===== src/common/cbt_pkg.sv =====
// constants and types shared by the bit timing and fault confinement block
package cbt_pkg;

    // ==========
    // serial command opcodes
    localparam logic [7:0] OP_WR_PRESCALER = 8'h18;
    localparam logic [7:0] OP_WR_SEGMENT = 8'h1A;
    localparam logic [7:0] OP_WR_TX_COUNT = 8'h26;
    localparam logic [7:0] OP_WR_RX_COUNT = 8'h24;
    localparam logic [7:0] OP_RD_PRESCALER = 8'hD6;
    localparam logic [7:0] OP_RD_SEGMENT = 8'hD8;
    localparam logic [7:0] OP_RD_TX_COUNT = 8'hEC;
    localparam logic [7:0] OP_RD_RX_COUNT = 8'hEA;
    localparam logic [7:0] OP_RD_FAULT = 8'hDC;

    // ==========
    // reset values and field positions
    localparam logic [7:0] PRESCALER_RESET = 8'h00;
    localparam logic [7:0] SEGMENT_RESET = 8'h00;
    localparam logic [7:0] COUNT_RESET = 8'h00;
    localparam int SJW_MSB = 7;
    localparam int SJW_LSB = 6;
    localparam int BRP_MSB = 5;
    localparam int BRP_LSB = 0;
    localparam int MAJORITY_VOTE_SELECT_BIT = 7;
    localparam int TS2_MSB = 6;
    localparam int TS2_LSB = 4;
    localparam int TS1_MSB = 3;
    localparam int TS1_LSB = 0;
    localparam int FLT_DETACH_BIT = 7;
    localparam int FLT_TXP_BIT = 6;
    localparam int FLT_RXP_BIT = 5;

    // ==========
    // fault confinement thresholds and steps
    localparam logic [7:0] WARN_LO = 8'h60;
    localparam logic [7:0] WARN_HI = 8'h7F;
    localparam logic [7:0] PASSIVE_LO = 8'h80;
    localparam logic [8:0] COUNT_MAX = 9'h0FF;
    localparam logic [7:0] TX_ERR_STEP = 8'h08;
    localparam logic [7:0] RX_ERR_STEP = 8'h01;
    localparam logic [7:0] RX_PRIMARY_STEP = 8'h08;
    localparam logic [7:0] RX_OK_RELOAD = 8'h77;
    localparam logic [3:0] RUN_LAST = 4'hA;
    localparam logic [7:0] GROUP_LAST = 8'h7F;

    typedef enum logic [1:0] {NODE_ACTIVE, NODE_PASSIVE, NODE_DETACHED} cbt_node_state_t;

endpackage


===== src/hdl/cbt_core.sv =====
// bit timing, sampling and fault confinement counters with serial register access
`timescale 1ns/100ps
module cbt_core import cbt_pkg::*; (
    input wire logic core_clk, // core clock, 100 MHz
    input wire logic resetn, // async reset, active low
    input wire logic spi_sck, // serial clock pin
    input wire logic spi_cs_n, // serial chip select pin, active low
    input wire logic spi_mosi, // serial data in pin
    output logic spi_miso, // serial data out pin
    output logic spi_miso_oe, // serial data out enable
    input wire logic can_rx, // bus receive pin, 1 = recessive
    input wire logic init_mode_active, // mode field top bit set
    input wire logic auto_rejoin_enable, // automatic bus-off recovery
    input wire logic warning_irq_enable, // warning interrupt enable
    input wire logic passive_irq_enable, // passive interrupt enable
    input wire logic detach_irq_enable, // detach interrupt enable
    input wire logic tx_err_evt, // pulse, transmit error seen
    input wire logic rx_err_evt, // pulse, receive error seen
    input wire logic rx_err_primary, // with rx_err_evt, primary error
    input wire logic tx_ok_evt, // pulse, frame sent
    input wire logic rx_ok_evt, // pulse, frame received
    output logic bit_sample_valid, // pulse, bit sampled
    output logic bit_sample_value, // sampled bit value
    output logic [7:0] tx_fault_count, // live transmit count
    output logic [7:0] rx_fault_count, // live receive count
    output logic warning_level_flag, // either count 96..127
    output logic passive_level_flag, // either side passive
    output logic tx_passive_flag, // transmit passive
    output logic rx_passive_flag, // receive passive
    output logic bus_detached_flag, // node is bus-off
    output cbt_node_state_t node_state, // confinement state
    output logic irq_request // enabled flag request
);

    // ==========
    // functions
    function automatic logic [8:0] count_add(input logic [7:0] v, input logic [7:0] step);
        return {1'b0, v} + {1'b0, step};
    endfunction

    function automatic logic [7:0] count_dec(input logic [7:0] v);
        return (v == 8'h00) ? 8'h00 : v - 8'h01;
    endfunction

    function automatic logic in_band(input logic [7:0] v, input logic [7:0] lo, input logic [7:0] hi);
        return (v >= lo) && (v <= hi);
    endfunction

    // ==========
    // pin synchronisers and serial slave
    logic [3:0] pins_s;
    logic [7:0] op_byte;
    logic [7:0] data_byte;
    logic data_done;
    logic [7:0] rd_byte;

    cbt_sync #(.WIDTH(4)) u_sync (
        .core_clk(core_clk),
        .resetn(resetn),
        .async_in({~can_rx, spi_mosi, ~spi_cs_n, spi_sck}), // idle-high pins inverted, reset reads idle
        .sync_out(pins_s)
    );

    wire logic can_rx_s = ~pins_s[3];

    cbt_spi_slave u_spi (
        .core_clk(core_clk),
        .resetn(resetn),
        .sck_s(pins_s[0]),
        .cs_n_s(~pins_s[1]),
        .mosi_s(pins_s[2]),
        .rd_byte(rd_byte),
        .op_byte(op_byte),
        .data_byte(data_byte),
        .data_done(data_done),
        .miso(spi_miso),
        .miso_oe(spi_miso_oe)
    );

    // ==========
    // registers and command decode
    logic [7:0] prescaler_jump_reg;
    logic [7:0] segment_sampling_reg;
    logic [7:0] tec_reg;
    logic [7:0] rec_reg;
    logic bus_off_reg;

    wire logic wr_prescaler = data_done && op_byte == OP_WR_PRESCALER && init_mode_active;
    wire logic wr_segment = data_done && op_byte == OP_WR_SEGMENT && init_mode_active;
    wire logic wr_tx_count = data_done && op_byte == OP_WR_TX_COUNT;
    wire logic wr_rx_count = data_done && op_byte == OP_WR_RX_COUNT;
    wire logic [7:0] fault_byte = {bus_off_reg, tx_passive_flag, rx_passive_flag, 5'h00};

    assign rd_byte = (op_byte == OP_RD_PRESCALER) ? prescaler_jump_reg :
                     (op_byte == OP_RD_SEGMENT) ? segment_sampling_reg :
                     (op_byte == OP_RD_TX_COUNT) ? tec_reg :
                     (op_byte == OP_RD_RX_COUNT) ? rec_reg :
                     (op_byte == OP_RD_FAULT) ? fault_byte : 8'h00;

    always_ff @(posedge core_clk or negedge resetn) begin
        if (!resetn) begin
            prescaler_jump_reg <= PRESCALER_RESET;
            segment_sampling_reg <= SEGMENT_RESET;
        end else begin
            if (wr_prescaler)
                prescaler_jump_reg <= data_byte;
            if (wr_segment)
                segment_sampling_reg <= data_byte;
        end
    end

    // ==========
    // bit timing fields
    wire logic [1:0] resync_jump_width = prescaler_jump_reg[SJW_MSB:SJW_LSB];
    wire logic [5:0] quantum_prescaler = prescaler_jump_reg[BRP_MSB:BRP_LSB];
    wire logic majority_vote_select = segment_sampling_reg[MAJORITY_VOTE_SELECT_BIT];
    wire logic [2:0] phase_two_span = segment_sampling_reg[TS2_MSB:TS2_LSB];
    wire logic [3:0] phase_one_span = segment_sampling_reg[TS1_MSB:TS1_LSB];

    wire logic [2:0] sjw_tq = {1'b0, resync_jump_width} + 3'h1;
    wire logic [4:0] ts1_tq = {1'b0, phase_one_span} + 5'h01;
    wire logic [3:0] ts2_tq = {1'b0, phase_two_span} + 4'h1;

    // ==========
    // quantum prescaler and bit position
    logic [5:0] tq_cnt_reg;
    logic [5:0] q_reg;
    logic [2:0] ext_reg;
    logic [2:0] short_reg;
    logic resync_done_reg;
    logic [1:0] hist_reg;
    logic rx_prev_reg;
    logic smp_valid_reg;
    logic smp_value_reg;
    logic bus_idle_reg;

    wire logic tq_tick = (tq_cnt_reg == quantum_prescaler);
    wire logic [5:0] seg1_end = {1'b0, ts1_tq} + {3'h0, ext_reg};
    wire logic [5:0] bit_end = seg1_end + {2'h0, ts2_tq} - {3'h0, short_reg};
    wire logic [5:0] remaining = bit_end - q_reg + 6'h01;
    wire logic [5:0] sjw6 = {3'h0, sjw_tq};
    wire logic edge_fall = rx_prev_reg & ~can_rx_s;
    wire logic in_phase1 = (q_reg <= seg1_end);
    wire logic vote = (hist_reg[1] & hist_reg[0]) | (hist_reg[1] & can_rx_s) | (hist_reg[0] & can_rx_s);

    logic [5:0] tq_cnt_next;
    logic [5:0] q_next;
    logic [2:0] ext_next;
    logic [2:0] short_next;
    logic resync_done_next;
    logic [1:0] hist_next;
    logic smp_valid_next;
    logic smp_value_next;

    always_comb begin
        logic restart;
        restart = 1'b0;
        tq_cnt_next = tq_tick ? 6'h00 : tq_cnt_reg + 6'h01;
        q_next = q_reg;
        ext_next = ext_reg;
        short_next = short_reg;
        resync_done_next = resync_done_reg;
        hist_next = hist_reg;
        smp_valid_next = 1'b0;
        smp_value_next = smp_value_reg;
        if (init_mode_active) begin
            tq_cnt_next = 6'h00;
            q_next = 6'h00;
            ext_next = 3'h0;
            short_next = 3'h0;
            resync_done_next = 1'b0;
        end else if (edge_fall && bus_idle_reg) begin
            // hard synchronisation on a frame start
            tq_cnt_next = 6'h00;
            q_next = 6'h00;
            ext_next = 3'h0;
            short_next = 3'h0;
            resync_done_next = 1'b1;
        end else begin
            if (edge_fall && !resync_done_reg && q_reg != 6'h00) begin
                resync_done_next = 1'b1;
                if (in_phase1) begin
                    ext_next = (q_reg > sjw6) ? sjw_tq : q_reg[2:0];
                end else if (remaining <= sjw6) begin
                    restart = 1'b1;
                    tq_cnt_next = 6'h00;
                    q_next = 6'h00;
                    ext_next = 3'h0;
                    short_next = 3'h0;
                end else begin
                    short_next = sjw_tq;
                end
            end
            if (tq_tick && !restart) begin
                hist_next = {hist_reg[0], can_rx_s};
                if (q_reg == seg1_end) begin
                    smp_valid_next = 1'b1;
                    smp_value_next = majority_vote_select ? vote : can_rx_s;
                end
                if (q_reg >= bit_end) begin
                    q_next = 6'h00;
                    ext_next = 3'h0;
                    short_next = 3'h0;
                    resync_done_next = 1'b0;
                end else begin
                    q_next = q_reg + 6'h01;
                end
            end
        end
    end

    always_ff @(posedge core_clk or negedge resetn) begin
        if (!resetn) begin
            tq_cnt_reg <= 6'h00;
            q_reg <= 6'h00;
            ext_reg <= 3'h0;
            short_reg <= 3'h0;
            resync_done_reg <= 1'b0;
            hist_reg <= 2'h3;
            rx_prev_reg <= 1'b1;
            smp_valid_reg <= 1'b0;
            smp_value_reg <= 1'b1;
        end else begin
            tq_cnt_reg <= tq_cnt_next;
            q_reg <= q_next;
            ext_reg <= ext_next;
            short_reg <= short_next;
            resync_done_reg <= resync_done_next;
            hist_reg <= hist_next;
            rx_prev_reg <= can_rx_s;
            smp_valid_reg <= smp_valid_next;
            smp_value_reg <= smp_value_next;
        end
    end

    // ==========
    // recessive run counting for idle and bus-off recovery
    logic [3:0] run_reg;
    logic [7:0] group_reg;

    wire logic run_complete = smp_valid_reg && smp_value_reg && run_reg == RUN_LAST;
    wire logic recovery_seen = run_complete && bus_off_reg && group_reg == GROUP_LAST;
    wire logic recover_now = recovery_seen && auto_rejoin_enable;

    always_ff @(posedge core_clk or negedge resetn) begin
        if (!resetn) begin
            run_reg <= 4'h0;
            group_reg <= 8'h00;
            bus_idle_reg <= 1'b0;
        end else if (smp_valid_reg && !smp_value_reg) begin
            run_reg <= 4'h0;
            group_reg <= 8'h00;
            bus_idle_reg <= 1'b0;
        end else if (run_complete) begin
            run_reg <= 4'h0;
            group_reg <= (bus_off_reg && !recovery_seen) ? group_reg + 8'h01 : 8'h00;
            bus_idle_reg <= 1'b1;
        end else if (smp_valid_reg) begin
            run_reg <= run_reg + 4'h1;
        end
    end

    // ==========
    // fault counters
    wire logic [8:0] tx_sum = count_add(tec_reg, TX_ERR_STEP);
    wire logic [8:0] rx_sum = count_add(rec_reg, rx_err_primary ? RX_PRIMARY_STEP : RX_ERR_STEP);

    logic [7:0] tec_next;
    logic [7:0] rec_next;
    logic bus_off_next;

    always_comb begin
        tec_next = tec_reg;
        bus_off_next = bus_off_reg;
        if (wr_tx_count) begin
            tec_next = data_byte;
            if (!auto_rejoin_enable)
                bus_off_next = 1'b0;
        end else if (bus_off_reg) begin
            if (recover_now) begin
                tec_next = COUNT_RESET;
                bus_off_next = 1'b0;
            end
        end else if (tx_err_evt) begin
            if (tx_sum > COUNT_MAX) begin
                tec_next = COUNT_MAX[7:0];
                bus_off_next = 1'b1;
            end else begin
                tec_next = tx_sum[7:0];
            end
        end else if (tx_ok_evt) begin
            tec_next = count_dec(tec_reg);
        end
    end

    always_comb begin
        rec_next = rec_reg;
        if (wr_rx_count) begin
            rec_next = data_byte;
        end else if (recover_now) begin
            rec_next = COUNT_RESET;
        end else if (!bus_off_reg && rx_err_evt) begin
            rec_next = (rx_sum > COUNT_MAX) ? COUNT_MAX[7:0] : rx_sum[7:0];
        end else if (!bus_off_reg && rx_ok_evt) begin
            rec_next = (rec_reg >= PASSIVE_LO) ? RX_OK_RELOAD : count_dec(rec_reg);
        end
    end

    always_ff @(posedge core_clk or negedge resetn) begin
        if (!resetn) begin
            tec_reg <= COUNT_RESET;
            rec_reg <= COUNT_RESET;
            bus_off_reg <= 1'b0;
        end else begin
            tec_reg <= tec_next;
            rec_reg <= rec_next;
            bus_off_reg <= bus_off_next;
        end
    end

    // ==========
    // status flags and state
    wire logic warn_now = in_band(tec_reg, WARN_LO, WARN_HI) || in_band(rec_reg, WARN_LO, WARN_HI);
    wire logic txp_now = (tec_reg >= PASSIVE_LO) && !bus_off_reg;
    wire logic rxp_now = (rec_reg >= PASSIVE_LO);
    wire logic pass_now = txp_now || rxp_now;
    wire logic irq_now = (warn_now && warning_irq_enable) || (pass_now && passive_irq_enable) ||
                         (bus_off_reg && detach_irq_enable);

    logic warn_reg;
    logic pass_reg;
    logic txp_reg;
    logic rxp_reg;
    logic detach_reg;
    logic irq_reg;
    cbt_node_state_t state_reg;

    always_ff @(posedge core_clk or negedge resetn) begin
        if (!resetn) begin
            warn_reg <= 1'b0;
            pass_reg <= 1'b0;
            txp_reg <= 1'b0;
            rxp_reg <= 1'b0;
            detach_reg <= 1'b0;
            irq_reg <= 1'b0;
            state_reg <= NODE_ACTIVE;
        end else begin
            warn_reg <= warn_now;
            pass_reg <= pass_now;
            txp_reg <= txp_now;
            rxp_reg <= rxp_now;
            detach_reg <= bus_off_reg;
            irq_reg <= irq_now;
            state_reg <= bus_off_reg ? NODE_DETACHED : (pass_now ? NODE_PASSIVE : NODE_ACTIVE);
        end
    end

    assign bit_sample_valid = smp_valid_reg;
    assign bit_sample_value = smp_value_reg;
    assign tx_fault_count = tec_reg;
    assign rx_fault_count = rec_reg;
    assign warning_level_flag = warn_reg;
    assign passive_level_flag = pass_reg;
    assign tx_passive_flag = txp_reg;
    assign rx_passive_flag = rxp_reg;
    assign bus_detached_flag = detach_reg;
    assign node_state = state_reg;
    assign irq_request = irq_reg;
endmodule


===== src/hdl/cbt_spi_slave.sv =====
// serial command slave, clock idle low, data taken on the rising edge
`timescale 1ns/100ps
module cbt_spi_slave import cbt_pkg::*; (
    input wire logic core_clk, // core clock
    input wire logic resetn, // async reset, active low
    input wire logic sck_s, // synchronised serial clock
    input wire logic cs_n_s, // synchronised chip select, active low
    input wire logic mosi_s, // synchronised serial data in
    input wire logic [7:0] rd_byte, // read data for the held opcode
    output logic [7:0] op_byte, // opcode of current frame
    output logic [7:0] data_byte, // latest data byte
    output logic data_done, // pulse, data byte complete
    output logic miso, // serial data out
    output logic miso_oe // data out enable
);
    logic sck_prev_reg;
    logic first_reg;
    logic [2:0] bit_cnt_reg;
    logic [6:0] rx_sh_reg;
    logic [7:0] tx_sh_reg;
    logic [7:0] op_reg;
    logic [7:0] data_reg;
    logic done_reg;
    logic oe_reg;

    wire logic sck_rise = sck_s & ~sck_prev_reg;
    wire logic sck_fall = ~sck_s & sck_prev_reg;
    wire logic byte_end = sck_rise && (bit_cnt_reg == 3'h7);
    wire logic [7:0] rx_full = {rx_sh_reg, mosi_s};

    always_ff @(posedge core_clk or negedge resetn) begin
        if (!resetn) begin
            sck_prev_reg <= 1'b0;
            first_reg <= 1'b1;
            bit_cnt_reg <= 3'h0;
            rx_sh_reg <= 7'h00;
            tx_sh_reg <= 8'h00;
            op_reg <= 8'h00;
            data_reg <= 8'h00;
            done_reg <= 1'b0;
            oe_reg <= 1'b0;
        end else begin
            sck_prev_reg <= sck_s;
            done_reg <= byte_end && !first_reg && !cs_n_s;
            if (cs_n_s) begin
                first_reg <= 1'b1;
                bit_cnt_reg <= 3'h0;
                oe_reg <= 1'b0;
                tx_sh_reg <= 8'h00;
            end else begin
                if (sck_rise) begin
                    rx_sh_reg <= rx_full[6:0];
                    bit_cnt_reg <= bit_cnt_reg + 3'h1;
                end
                if (byte_end && first_reg) begin
                    op_reg <= rx_full;
                    first_reg <= 1'b0;
                end
                if (byte_end && !first_reg)
                    data_reg <= rx_full;
                // reload at each byte boundary after the opcode
                if (sck_fall && !first_reg && bit_cnt_reg == 3'h0) begin
                    tx_sh_reg <= rd_byte;
                    oe_reg <= 1'b1;
                end else if (sck_fall) begin
                    tx_sh_reg <= {tx_sh_reg[6:0], 1'b0};
                end
            end
        end
    end

    assign op_byte = op_reg;
    assign data_byte = data_reg;
    assign data_done = done_reg;
    assign miso = tx_sh_reg[7];
    assign miso_oe = oe_reg;
endmodule


===== src/hdl/cbt_sync.sv =====
// two-flop synchroniser for pins from outside the core clock domain
`timescale 1ns/100ps
module cbt_sync #(
    parameter int WIDTH = 1
) (
    input wire logic core_clk, // core clock
    input wire logic resetn, // async reset, active low
    input wire logic [WIDTH-1:0] async_in, // raw pins
    output logic [WIDTH-1:0] sync_out // synchronised pins
);
    logic [WIDTH-1:0] meta_reg;
    logic [WIDTH-1:0] sync_reg;

    always_ff @(posedge core_clk or negedge resetn) begin
        if (!resetn) begin
            meta_reg <= '0;
            sync_reg <= '0;
        end else begin
            meta_reg <= async_in;
            sync_reg <= meta_reg;
        end
    end

    assign sync_out = sync_reg;
endmodule


===== config.mk =====
export PLATFORM = sky130hd
export DESIGN_NAME = cbt_core
export DESIGN_NICKNAME = d
export VERILOG_FILES = /design/src/common/cbt_pkg.sv /design/src/hdl/cbt_core.sv /design/src/hdl/cbt_spi_slave.sv /design/src/hdl/cbt_sync.sv
export SDC_FILE = /design/constraint.sdc
export NUM_CORES = 1
export LEC_CHECK = 0
export ABC_CLOCK_PERIOD_IN_PS = 9300
export BUFFER_PORTS_ARGS = -buffer_cell sky130_fd_sc_hd__buf_4
export CORE_UTILIZATION = 60
export DETAILED_ROUTE_END_ITERATION = 6
export GPL_ROUTABILITY_DRIVEN = 0
export PLACE_DENSITY = 0.86
export SKIP_CTS_REPAIR_TIMING = 1
export SLEW_MARGIN = 20
export SYNTH_ARGS = -nofsm -noshare
export SYNTH_HDL_FRONTEND = slang
export SYNTH_SLANG_ARGS = --single-unit

===== constraint.sdc =====
create_clock -name core_clk -period 9.3 [get_ports core_clk]
set_input_delay 1.395 -clock core_clk [delete_from_list [all_inputs] [get_ports core_clk]]
set_output_delay 1.395 -clock core_clk [all_outputs]
set_load 0.01 [all_outputs]

==> results.tsv <==
stage	metric	value	unit
global_routing	total grt overflow	0	
route	routed vias	6359	
synth	sequential-to-total area share from yosys stat	40.3	%
floorplan	Die W	115	um
layout	share of layout cells above drive strength 1	14.8	%
floorplan	die area	0.0132	mm^2
synth	Synth area leaders	dfrtp_1 (39%), ha_1 (9.0%), mux2_2 (4.9%), o21ai_0 (4.1%), nor2_1 (3.2%)	
layout	Area Growth Syn to Fin	13.2	%
clock_tree	maximum buffer depth of the clock tree	2	
job	# Max-Cap Violations	0	
critical_path	Worst Setup Start Kind	flop	
global_routing	vias in the first global route	6127	
timing	hold slack	346	ps
timing	final slew viol count	0	
synth	Async SR Flop Fraction	100	%
outcome	status	finished clean	
route	Detailed Route Iter0 Violations	470	
critical_path	reg2reg start	ext_reg[0]	
critical_path	Worst setup startpoint	ext_reg[0]	
timing	Slew @ Worst Pin	1070	ps
floorplan	Top Ports	44	
floorplan	num rows	40	
timing	crit share post-route	54.5	%
placed_design	DP HPWL	12.6	mm
route	DR pass1 iterations	5	
floorplan	core box area	0.0122	mm^2
power_and_ir_drop	VDD IR max	224	uV
floorplan	Initial Util	62.7	%
timing	fin crit period	5060	ps
synth	most numerous cell in the Yosys netlist	dfrtp_1	
timing	unrepaired setup endpoints after global routing	no	
timing	Final setup viols	0	
synth	Synth Instances	822	
timing	final setup TNS	0	ps
min_path	hold_sp	u_sync.meta_reg[0]	
synth	synthesized area per cell	9.31	um^2
timing	FMAX	197	MHz
clock_tree	Reg clk slew, reported paths	60	ps
clock_tree	Sink Count	123	
timing	Clock Skew	12.1	ps
layout	fill count	935	
clock_tree	TritonCTS clock tree	built	
synth	number of flops mapped to enable cells by yosys	0	
clock_tree	Clock Tree Root	clkbuf_16	
synth	Netlist cell types	75	
layout	Final #Nets	930	
route	vias per cell	6.14	
floorplan	die span in y	115	um
global_routing	pin count of the biggest net entering global routing	70	
critical_path	Crit. End Element	flop	
clock_tree	htree depth	4	
critical_path	worst path required time	9590	ps
min_path	Hold WC Path Type	reg2reg	
clock_tree	Clk Latency, worst-skew pair	430	ps
global_routing	first-pass GRT wire length	29.9	mm
synth	commonest cells in the netlist	dfrtp_1 (118), nor2_1 (65), o21ai_0 (62)	
clock_tree	CTS Buf Count	17	
power_and_ir_drop	Leak	3.97	nW
synth	Post-Syn Area	0.00765	mm^2
route	Total Wirelength	18.2	mm
synth	synthesized flop and latch total	123	
layout	multi-input logic area	0.00420	mm^2
route	WL per Instance	17.6	um
layout	Storage cell area	0.00308	mm^2
synth	Ys Warns	0	
layout	ant diodes	0	
critical_path	critical path data arrival time	5360	ps
synth	largest area contributor in the netlist	dfrtp_1	
route	post-route ant nets	0	
timing	final hold vios	0	
synth	Syn Nets	898	
synth	most used flip-flop cell after synthesis	dfrtp_1	
placed_design	number of port buffers	43	
synth	Synth top area share	38.6	%
power_and_ir_drop	Power Density	221	mW/mm^2
route	# DRC	0	
global_routing	Tot GR Track Use	29.6	%
timing	Max-Slew Margin vs Limit	28.1	%
critical_path	CP Class	reg2reg	
global_routing	initial antenna violation count	0	
critical_path	crit path max fanout	8	
==> layout by cell type, fill, tap and decap left out, types with 6 or more instances in the layout <==
| cell type | netlist | routed |
|---|---|---|
| nand2b_1 | 14 | 14 |
| or3_1 | 8 | 8 |
| a31oi_1 | 11 | 11 |
| xnor2_1 | 15 | 15 |
| and3_1 | 8 | 8 |
| mux2_2 | 33 | 33 |
| xor2_1 | 16 | 16 |
| nor4_1 | 8 | 7 |
| dfrtp_1 | 118 | 118 |
| buf_4 | 1 | 47 |
| o211ai_1 | 7 | 7 |
| o21ai_0 | 62 | 62 |
| nand2_1 | 58 | 58 |
| a21oi_1 | 48 | 48 |
| a22o_1 | 10 | 10 |
| clkbuf_16 | 0 | 17 |
| a21o_1 | 6 | 6 |
| nor2b_1 | 19 | 19 |
| ha_1 | 55 | 55 |
| inv_1 | 61 | 61 |
| a221oi_1 | 6 | 6 |
| mux2i_1 | 8 | 8 |
| nor3_1 | 17 | 17 |
| nand4_1 | 10 | 10 |
| nor2_1 | 65 | 65 |
| nand3_1 | 26 | 26 |
| a22oi_1 | 8 | 8 |
==> metal layers <==
metal,global-route usage [%],routed length [um],share of wire (%)
met5,0,0,0
met4,15.3,668,3.7
met3,6.22,1120,6.1
met2,47.3,8660,48
met1,38.1,7750,43
==> logic make-up after synthesis <==
| logic type | count (synthesis) | synth area share, % |
|---|---|---|
| compound gates | 204 | 16.9 |
| xor+xnor | 31 | 3.55 |
| simple gates | 268 | 18.2 |
| buf+inv | 95 | 4.89 |
| mux | 41 | 5.90 |
| fa+ha+maj | 60 | 10.3 |
| flops | 123 | 40.3 |
==> where the power goes <==
group	leakage (nW)	internal (W)	switching, W
registers	1.57	0.000611	0.000155
clock network	0.284	0.000416	0.000241
logic	2.11	0.000234	0.000258
total	3.97	0.00126	0.000654
==> final cells by class <==
cell class | instances | area share (%)
multi-input cells | 604 | 48.5
flip-flops and latches | 123 | 35.6
clock buffers | 23 | 5.52
repair buffers | 47 | 4.07
inverters | 61 | 2.64
well taps | 168 | 2.43
clock inverters | 9 | 1.29
==> critical path, stage by stage (launching register included) <==
cell	delay, ps
dfrtp_1	370
inv_1	60
ha_1	200
fa_1	410
xor2_1	190
fa_1	490
inv_1	40
ha_1	320
xnor2_1	160
ha_1	340
inv_1	90
fa_1	550
inv_1	40
ha_1	290
o21ai_0	150
o21ai_0	110
or3_1	550
o211ai_1	460
nor2_1	110
==> per-stage QoR <==
| step | util [%] | area, um^2 | setup WS [ps] | instances | total power, W |
|---|---|---|---|---|---|
| 2_1_floorplan | - | 7650 | 4670 | 822 | 0.00107 |
| 3_3_place_gp | 66.1 | 8080 | 4410 | 1003 | 0.00124 |
| 3_5_place_dp | 66.1 | 8080 | 4280 | 1003 | 0.00125 |
| 4_1_cts | 71.0 | 8670 | 4260 | 1035 | 0.00191 |
| 5_1_grt | 71.0 | 8670 | 3920 | 1035 | 0.00201 |
| 6_report | 71.0 | 8670 | 4240 | 1035 | 0.00192 |
==> path summary, 6_finish.rpt <==
kind	end	slack (ps)	cells past startpoint
hold reg to reg	u_sync.sync_out[0]	350	0
hold / removal	u_sync.sync_out[0]	350	0
setup / recovery	tq_cnt_reg[5]	4240	18
min in group asynchronous	group_reg[3]	1000	1
max in group asynchronous	u_spi.bit_cnt_reg[0]	6970	2
setup reg to reg	tq_cnt_reg[5]	4240	18
Note: power is estimated with default switching activity, not from simulation.
